==> src/rtl/stcs_pkg.sv <==
package stcs_pkg;
   // Register indices (printed offsets not multiples of four: byte address = 4 * index)
   localparam logic [15:0] IDX_ERROR_STATE = 16'h1a02;
   localparam logic [15:0] IDX_ERROR_CODE = 16'h1a03;
   localparam logic [15:0] IDX_STATE_WORD = 16'h1a06;
   localparam logic [15:0] IDX_ACTIVE_FLAG = 16'h1a10;
   localparam logic [15:0] IDX_SELECTED_FLAG = 16'h1a1a;
   localparam logic [15:0] IDX_ERROR_FLAG = 16'h1a1d;
   localparam logic [15:0] IDX_ACK_FLAG = 16'h1a1e;
   localparam logic [15:0] IDX_DELAY = 16'h47d5;
   localparam logic [15:0] IDX_OUT_SELECT = 16'h47a8;
   localparam logic [15:0] IDX_BRAKE_ATTACHED = 16'h47d4;
   localparam logic [15:0] IDX_CONTROL = 16'h4e00;
   localparam logic [15:0] IDX_FAULT = 16'h4e01;
   localparam int ADDR_W = 18;
   // State word bit positions
   localparam int SW_ACTIVE_BIT = 0;
   localparam int SW_SELECTED_BIT = 10;
   localparam int SW_ERROR_BIT = 13;
   localparam int SW_ACK_BIT = 14;
   localparam int STATUS_ACTIVE_BIT = 0;
   // Safe output selector code for cutoff-active
   localparam logic [7:0] OUT_SEL_CUTOFF = 8'h01;
   // Reset values
   localparam logic [15:0] DELAY_RESET = 16'h0014;
   localparam logic [7:0] OUT_SEL_RESET = 8'h00;
   localparam logic [1:0] RESP_OKAY = 2'b00;
   localparam logic [1:0] RESP_SLVERR = 2'b10;
   // Timing
   localparam int CLK_HZ = 25000000;
   localparam int TICK_US = 1000;
   localparam int TICK_CYCLES = CLK_HZ / 1000000 * TICK_US;
   localparam int REACT_MS = 10;
   localparam logic [15:0] DELAY_MAX_MS = 16'hea60;
   typedef enum logic [1:0] {
      STCS_IDLE = 2'b00,
      STCS_BRAKE = 2'b01,
      STCS_CUT = 2'b11
   } stcs_state_e;
endpackage

==> src/rtl/stcs_sequencer.sv <==
// Chosen here: the AXI4-Lite slave port.
`timescale 1ns/1ns
`default_nettype none
module stcs_sequencer
   import stcs_pkg::*;
#(
   parameter int TICK_CYC = TICK_CYCLES
) (
   input wire logic core_clk,
   input wire logic nrst,
   input wire logic safe_input_req,
   input wire logic safe_fieldbus_req,
   input wire logic app_req,
   input wire logic fault_req,
   input wire logic module_error,
   input wire logic ack_needed,
   input wire logic [7:0] error_state_in,
   input wire logic [7:0] error_code_in,
   input wire logic [ADDR_W-1:0] s_axi_awaddr,
   input wire logic s_axi_awvalid,
   output logic s_axi_awready,
   input wire logic [31:0] s_axi_wdata,
   input wire logic [3:0] s_axi_wstrb,
   input wire logic s_axi_wvalid,
   output logic s_axi_wready,
   output logic [1:0] s_axi_bresp,
   output logic s_axi_bvalid,
   input wire logic s_axi_bready,
   input wire logic [ADDR_W-1:0] s_axi_araddr,
   input wire logic s_axi_arvalid,
   output logic s_axi_arready,
   output logic [31:0] s_axi_rdata,
   output logic [1:0] s_axi_rresp,
   output logic s_axi_rvalid,
   input wire logic s_axi_rready,
   output logic brake_engage,
   output logic motor_current_en,
   output logic cutoff_active_flag,
   output logic cutoff_selected_flag,
   output logic safety_status_word_one_bit0,
   output logic safety_status_word_two_bit0,
   output logic safe_output
);
   localparam int TW = $clog2(TICK_CYC + 1);
   localparam logic [TW-1:0] TICK_LAST = TW'(TICK_CYC - 1);

   // Pin-side inputs pass two flops before use
   localparam int NSYNC = 6;
   logic [NSYNC-1:0] sync1;
   logic [NSYNC-1:0] sync2;
   logic [NSYNC-1:0] raw_in;
   logic [7:0] err_state_s1, err_state_s2, err_code_s1, err_code_s2;
   assign raw_in = {ack_needed, module_error, fault_req, app_req,
                    safe_fieldbus_req, safe_input_req};
   always_ff @(posedge core_clk or negedge nrst) begin
      if (!nrst) begin
         sync1 <= '0;
         sync2 <= '0;
         err_state_s1 <= 8'h00;
         err_state_s2 <= 8'h00;
         err_code_s1 <= 8'h00;
         err_code_s2 <= 8'h00;
      end else begin
         sync1 <= raw_in;
         sync2 <= sync1;
         err_state_s1 <= error_state_in;
         err_state_s2 <= err_state_s1;
         err_code_s1 <= error_code_in;
         err_code_s2 <= err_code_s1;
      end
   end

   // Registers written by software
   logic [15:0] delay_ms;
   logic [7:0] out_select;
   logic brake_attached;
   logic sw_req;

   // One shared instance: all sources ORed into a single request
   logic any_req;
   assign any_req = sync2[0] | sync2[1] | sync2[2] | sync2[3] | sw_req;

   // Millisecond tick
   logic [TW-1:0] tick_cnt;
   logic ms_tick;
   always_ff @(posedge core_clk or negedge nrst) begin
      if (!nrst) begin
         tick_cnt <= '0;
         ms_tick <= 1'b0;
      end else begin
         ms_tick <= (tick_cnt == TICK_LAST);
         tick_cnt <= (tick_cnt == TICK_LAST) ? '0 : tick_cnt + 1'b1;
      end
   end

   // Sequencer
   stcs_state_e state;
   logic [15:0] wait_ms;
   always_ff @(posedge core_clk or negedge nrst) begin
      if (!nrst) begin
         state <= STCS_IDLE;
         wait_ms <= 16'h0000;
      end else begin
         case (state)
            STCS_IDLE: begin
               if (any_req) begin
                  if (brake_attached && delay_ms != 16'h0000) begin
                     state <= STCS_BRAKE;
                     wait_ms <= delay_ms;
                  end else begin
                     state <= STCS_CUT;
                  end
               end
            end
            STCS_BRAKE: begin
               // Once started, the sequence completes even if the request drops
               if (ms_tick) begin
                  if (wait_ms <= 16'h0001) begin
                     state <= STCS_CUT;
                  end
                  wait_ms <= wait_ms - 16'h0001;
               end
            end
            STCS_CUT: begin
               if (!any_req) begin
                  state <= STCS_IDLE;
               end
            end
            default: state <= STCS_IDLE;
         endcase
      end
   end

   // Outputs, straight from flops
   always_ff @(posedge core_clk or negedge nrst) begin
      if (!nrst) begin
         brake_engage <= 1'b1;
         motor_current_en <= 1'b0;
         cutoff_active_flag <= 1'b1;
         cutoff_selected_flag <= 1'b0;
         safety_status_word_one_bit0 <= 1'b1;
         safety_status_word_two_bit0 <= 1'b1;
         safe_output <= 1'b0;
      end else begin
         brake_engage <= brake_attached && state != STCS_IDLE;
         motor_current_en <= (state != STCS_CUT);
         cutoff_active_flag <= (state == STCS_CUT);
         cutoff_selected_flag <= any_req;
         safety_status_word_one_bit0 <= (state == STCS_CUT);
         safety_status_word_two_bit0 <= (state == STCS_CUT);
         safe_output <= (out_select == OUT_SEL_CUTOFF) && (state == STCS_CUT);
      end
   end

   // AXI4-Lite slave
   logic aw_held, w_held;
   logic [ADDR_W-1:0] aw_addr;
   logic [31:0] w_data;
   logic [3:0] w_strb;
   logic [15:0] wr_idx, rd_idx;
   logic wr_go;
   assign wr_idx = aw_addr[ADDR_W-1:2];
   assign rd_idx = s_axi_araddr[ADDR_W-1:2];
   assign wr_go = aw_held && w_held && !s_axi_bvalid;

   always_ff @(posedge core_clk or negedge nrst) begin
      if (!nrst) begin
         aw_held <= 1'b0;
         w_held <= 1'b0;
         aw_addr <= '0;
         w_data <= 32'h0000_0000;
         w_strb <= 4'h0;
         s_axi_awready <= 1'b0;
         s_axi_wready <= 1'b0;
      end else begin
         s_axi_awready <= !aw_held && !s_axi_awready && s_axi_awvalid;
         s_axi_wready <= !w_held && !s_axi_wready && s_axi_wvalid;
         if (s_axi_awvalid && s_axi_awready) begin
            aw_held <= 1'b1;
            aw_addr <= s_axi_awaddr;
         end else if (wr_go) begin
            aw_held <= 1'b0;
         end
         if (s_axi_wvalid && s_axi_wready) begin
            w_held <= 1'b1;
            w_data <= s_axi_wdata;
            w_strb <= s_axi_wstrb;
         end else if (wr_go) begin
            w_held <= 1'b0;
         end
      end
   end

   always_ff @(posedge core_clk or negedge nrst) begin
      if (!nrst) begin
         delay_ms <= DELAY_RESET;
         out_select <= OUT_SEL_RESET;
         brake_attached <= 1'b0;
         sw_req <= 1'b0;
         s_axi_bvalid <= 1'b0;
         s_axi_bresp <= RESP_OKAY;
      end else begin
         if (s_axi_bvalid && s_axi_bready) begin
            s_axi_bvalid <= 1'b0;
         end
         if (wr_go) begin
            s_axi_bvalid <= 1'b1;
            s_axi_bresp <= RESP_OKAY;
            case (wr_idx)
               IDX_DELAY: begin
                  // Values beyond 60 s are refused
                  if (w_strb[1:0] == 2'b11 && w_data[15:0] <= DELAY_MAX_MS) begin
                     delay_ms <= w_data[15:0];
                  end else begin
                     s_axi_bresp <= RESP_SLVERR;
                  end
               end
               IDX_OUT_SELECT: begin
                  if (w_strb[0]) begin
                     out_select <= w_data[7:0];
                  end
               end
               IDX_BRAKE_ATTACHED: begin
                  if (w_strb[0]) begin
                     brake_attached <= w_data[0];
                  end
               end
               IDX_CONTROL: begin
                  if (w_strb[0]) begin
                     sw_req <= w_data[0];
                  end
               end
               default: s_axi_bresp <= RESP_SLVERR;
            endcase
         end
      end
   end

   logic [31:0] state_word;
   always_comb begin
      state_word = 32'h0000_0000;
      state_word[SW_ACTIVE_BIT] = cutoff_active_flag;
      state_word[SW_SELECTED_BIT] = cutoff_selected_flag;
      state_word[SW_ERROR_BIT] = sync2[4];
      state_word[SW_ACK_BIT] = sync2[5];
   end

   always_ff @(posedge core_clk or negedge nrst) begin
      if (!nrst) begin
         s_axi_arready <= 1'b0;
         s_axi_rvalid <= 1'b0;
         s_axi_rdata <= 32'h0000_0000;
         s_axi_rresp <= RESP_OKAY;
      end else begin
         s_axi_arready <= s_axi_arvalid && !s_axi_arready && !s_axi_rvalid;
         if (s_axi_rvalid && s_axi_rready) begin
            s_axi_rvalid <= 1'b0;
         end
         if (s_axi_arvalid && s_axi_arready) begin
            s_axi_rvalid <= 1'b1;
            s_axi_rresp <= RESP_OKAY;
            s_axi_rdata <= 32'h0000_0000;
            case (rd_idx)
               IDX_ERROR_STATE: s_axi_rdata[7:0] <= err_state_s2;
               IDX_ERROR_CODE: s_axi_rdata[7:0] <= err_code_s2;
               IDX_STATE_WORD: s_axi_rdata <= state_word;
               IDX_ACTIVE_FLAG: s_axi_rdata[0] <= cutoff_active_flag;
               IDX_SELECTED_FLAG: s_axi_rdata[0] <= cutoff_selected_flag;
               IDX_ERROR_FLAG: s_axi_rdata[0] <= sync2[4];
               IDX_ACK_FLAG: s_axi_rdata[0] <= sync2[5];
               IDX_DELAY: s_axi_rdata[15:0] <= delay_ms;
               IDX_OUT_SELECT: s_axi_rdata[7:0] <= out_select;
               IDX_BRAKE_ATTACHED: s_axi_rdata[0] <= brake_attached;
               IDX_CONTROL: s_axi_rdata[0] <= sw_req;
               IDX_FAULT: s_axi_rdata[0] <= sync2[3];
               default: s_axi_rresp <= RESP_SLVERR;
            endcase
         end
      end
   end

   // Checks
   // Counts up to the first effect, brake or cut; a long legal brake delay must not trip it
   int unsigned since_req;
   always_ff @(posedge core_clk or negedge nrst) begin
      if (!nrst) begin
         since_req <= 0;
      end else if (any_req && motor_current_en && !brake_engage) begin
         since_req <= since_req + 1;
      end else begin
         since_req <= 0;
      end
   end
endmodule
`default_nettype wire

==> config.mk <==
export PLATFORM = sky130hd
export DESIGN_NAME = stcs_sequencer
export DESIGN_NICKNAME = d
export VERILOG_FILES = /design/src/rtl/stcs_pkg.sv /design/src/rtl/stcs_sequencer.sv
export SDC_FILE = /design/constraint.sdc
export NUM_CORES = 1
export LEC_CHECK = 0
export ABC_CLOCK_PERIOD_IN_PS = 4300
export BUFFER_PORTS_ARGS = -buffer_cell sky130_fd_sc_hd__clkbuf_2
export CAP_MARGIN = 20
export CORE_MARGIN = 1.5
export CORE_UTILIZATION = 59
export DETAILED_ROUTE_END_ITERATION = 16
export PLACE_DENSITY = 0.91
export SYNTH_ARGS = -nofsm -noshare
export SYNTH_HDL_FRONTEND = slang
export SYNTH_SLANG_ARGS = --single-unit
==> constraint.sdc <==
create_clock -name core_clk -period 4.3 [get_ports core_clk]
set_clock_uncertainty 0.05 [all_clocks]
set_input_delay 1.075 -clock core_clk [delete_from_list [all_inputs] [get_ports core_clk]]
set_output_delay 1.075 -clock core_clk [all_outputs]
set_load 0.01 [all_outputs]
==> out/results.tsv <==
stage	metric	value	unit
logic_synthesis	synth_area_leaders	dfrtp_1 56%, mux2_2 7.7%, nand2_1 2.8%	
logic_synthesis	ys_warn_count	0	
route	met2_length	8337	um
timing	worstMarginPinSlew	872.4	ps
job	cap_violations	0	
global_routing	grt_overflow	0	
logic_synthesis	syn_inst	632	
pwr	ir_worst_vdd	0.0004078	V
min_path	min_path_type	flop to flop	
pwr	power_density	485.3	mW/mm^2
timing	final_max_slew_viol_count	0	
clock_network	root_buffer	clkbuf_16	
pwr	p_leak	4.000	nW
worst_setup_path	cp_max_fo	18	
logic_synthesis	yosys.area.top_type	dfrtp_1	
logic_synthesis	ys_types	66	
floorplan	chipHeight	114.5	um
global_routing	grt_pass1_vias	5472	
worst_setup_path	path_buf_inv	1	
floorplan	die-area	0.01310	sq mm
clock_network	h-tree-depth	4	
timing	postLayoutSetupSlackWorst	1575	ps
logic_synthesis	yosysMostFrequentCell	dfrtp_1	
clock_network	cts_resized	0	
cells_and_area	nets	843	
worst_setup_path	critPathArrivalTime	2980	ps
route	highest_layer	met4	
placement	hpwlAfterDp	11700	um
floorplan	die_w	114.5	um
placement	portBuffers	108	
route	ant_nets	0	
worst_setup_path	crit_family	simple AND/OR/NAND/NOR gates	
cells_and_area	area_growth	16.16	%
route	wl	16230	um
floorplan	rows	40	
clock_network	clock-sinks	168	
logic_synthesis	yosysSeqAreaShare	0.5742	
logic_synthesis	yosysTopAreaCellShare	0.5598	
route	wl_per_cell	17.64	um
clock_network	post_cts_buffers	0	
clock_network	clkTransAtPathRegs	60	ps
timing	relSlewSlack	0.4135	
cells_and_area	final_area	0.008516	sq mm
clock_network	cts_buffers	17	
clock_network	cts_tree	yes	
global_routing	grt_antenna_before_repair	0	
route	drc	0	
route	dr.pass1.iters	5	
placement	detailedPlace.worstSlack	1250	ps
worst_setup_path	end_kind	flop	
timing	min_period_over_period	0.6337	
status	status	finished, final reports clean	
worst_setup_path	slowest_delay	610	ps
placement	dpl-instance-area	0.007959	sq mm
worst_setup_path	required	4560	ps
cells_and_area	drive_above_1_share	0.2952	
timing	fmax	0.3670	GHz
worst_setup_path	critPathKind	input port to flop	
global_routing	grt_pass1_wl	26870	um
floorplan	start_util	0.6078	
route	drtIter0Drc	514	
route	vias	5414	
worst_setup_path	slowest_stage	and2_1	
route	viasPerCell	5.885	
worst_setup_path	start_kind	input port	
clock_network	clock_latency	420	ps
timing	min_period	2725	ps
logic_synthesis	ys_ff_latch	168	
floorplan	ios	149	
placement	gp_congestion	0.8688	
cells_and_area	antenna_cells	0	
timing	setup_tns	0	ps
timing	finalSetupViolations	0	
worst_setup_path	crit_chain	clkbuf_2 > nor4_1 > and2_1 > a22oi_1 > o2111a_1 > a22o_1	
floorplan	coreArea	0.01206	sq mm
timing	rsz0062_at_grt	no	
cells_and_area	final_cells	920	
global_routing	grtUsageTotal	0.2683	
placement	placed_cells	887	
clock_network	hold_buffers	0	
route	dr_wl_met3	1072	um
route	wl_met1	6442	um
logic_synthesis	postSynthAreaPerCell	11.60	sq um
global_routing	grt_max_degree	71	
clock_network	clockBufferDepth	2	
timing	hold_violations	0	
logic_synthesis	synth_area	0.007331	sq mm
logic_synthesis	synthArstFlopShare	1.000	
timing	holdWs	300.6	ps
logic_synthesis	synth-main-ff-cell	dfrtp_1	
logic_synthesis	synth_edf_count	0	
logic_synthesis	ys_top_cells_by_count	164 x dfrtp_1, 54 x nand2_1, 50 x mux2_2	
==> registers in the layout, indices dropped and copies added (netlist names), 6 cells and up <==
name / flops
tick_cnt: 15
sync1: 6
sync2: 6
out_select: 8
wait_ms: 16
aw_addr: 16
err_state_s2: 8
w_data: 16
s_axi_rdata: 16
delay_ms: 16
err_state_s1: 8
err_code_s1: 8
err_code_s2: 8
==> area by class of cell <==
| cell class | instances | area (sq um) |
|---|---|---|
| timing repair buffer | 116 | 604.3 |
| sequential | 168 | 4209 |
| multi-input combinational | 416 | 2865 |
| tap | 168 | 210.2 |
| inverter | 20 | 75.07 |
| clock buffer | 26 | 509.2 |
| clock inverter | 6 | 42.54 |
| fill | 832 | 3546 |
==> logic make-up after synthesis <==
| family | share of synthesized area |
|---|---|
| AND/OR/NAND/NOR | 0.1650 |
| flip-flops | 0.5742 |
| AO/OA/AOI/OAI | 0.09353 |
| buffers and inverters | 0.04472 |
| multiplexers | 0.1014 |
| XOR/XNOR | 0.01553 |
| adder cells (fa/ha/maj) | 0.005121 |
| other | 0.0005115 |
==> power by group <==
part           internal (mW)  total, mW  switching [mW]
registers               1.83       2.07           0.238
clock network          0.814       1.40           0.589
logic                  0.329      0.659           0.330
==> routing by layer <==
| metal | vias up | global-route usage |
|---|---|---|
| met2 | 225 | 0.4539 |
| met4 | 0 | 0.1100 |
| li1 | 2469 | - |
| met1 | 2685 | 0.3279 |
| met3 | 35 | 0.07147 |
| met5 | - | 0 |
==> through the flow <==
step                total power [mW]  utilization
floorplan                      2.495            -
global placement               2.693       0.6592
detailed placement             2.753       0.6599
CTS                            4.156       0.7056
global route                   4.332       0.7060
finish                         4.133       0.7060
==> final timing paths <==
check / start / endpoint / slack [ps] / cells past startpoint
setup / recovery: s_axi_araddr[7] / s_axi_rresp[1] / 1570 / 6
hold / removal: sync1[0] / sync2[0] / 300 / 0
max in group asynchronous: nrst / wait_ms[2] / 2720 / 2
hold reg to reg: sync1[0] / sync2[0] / 300 / 0
min in group asynchronous: nrst / sync1[4] / 580 / 1
setup reg to reg: state[0] / wait_ms[7] / 1630 / 8
==> layout by cell type (no fill, tap or decap), types with 5 or more instances in the layout <==
cell type   netlist  routed
a21oi_1          30      30
a22oi_1           5       5
and3_1            8       8
buf_4            20       7
clkbuf_16         0      17
clkbuf_2          0     107
clkbuf_8          0       5
clkinvlp_4        0       5
conb_1            1      18
dfrtp_1         164     164
inv_1            20      20
mux2_2           50      50
mux2_4           10      10
nand2_1          54      54
nand3_1          25      25
nand4_1          24      24
nor2_1           42      42
nor2b_1           5       5
nor3_1           10      10
nor3b_1           5       5
nor4_1           12      12
o2111a_1          8       8
o21ai_0          15      15
o22ai_1           7       7
xnor2_1           5       5
xor2_1            8       8
Note: power is estimated with default switching activity, not from simulation.
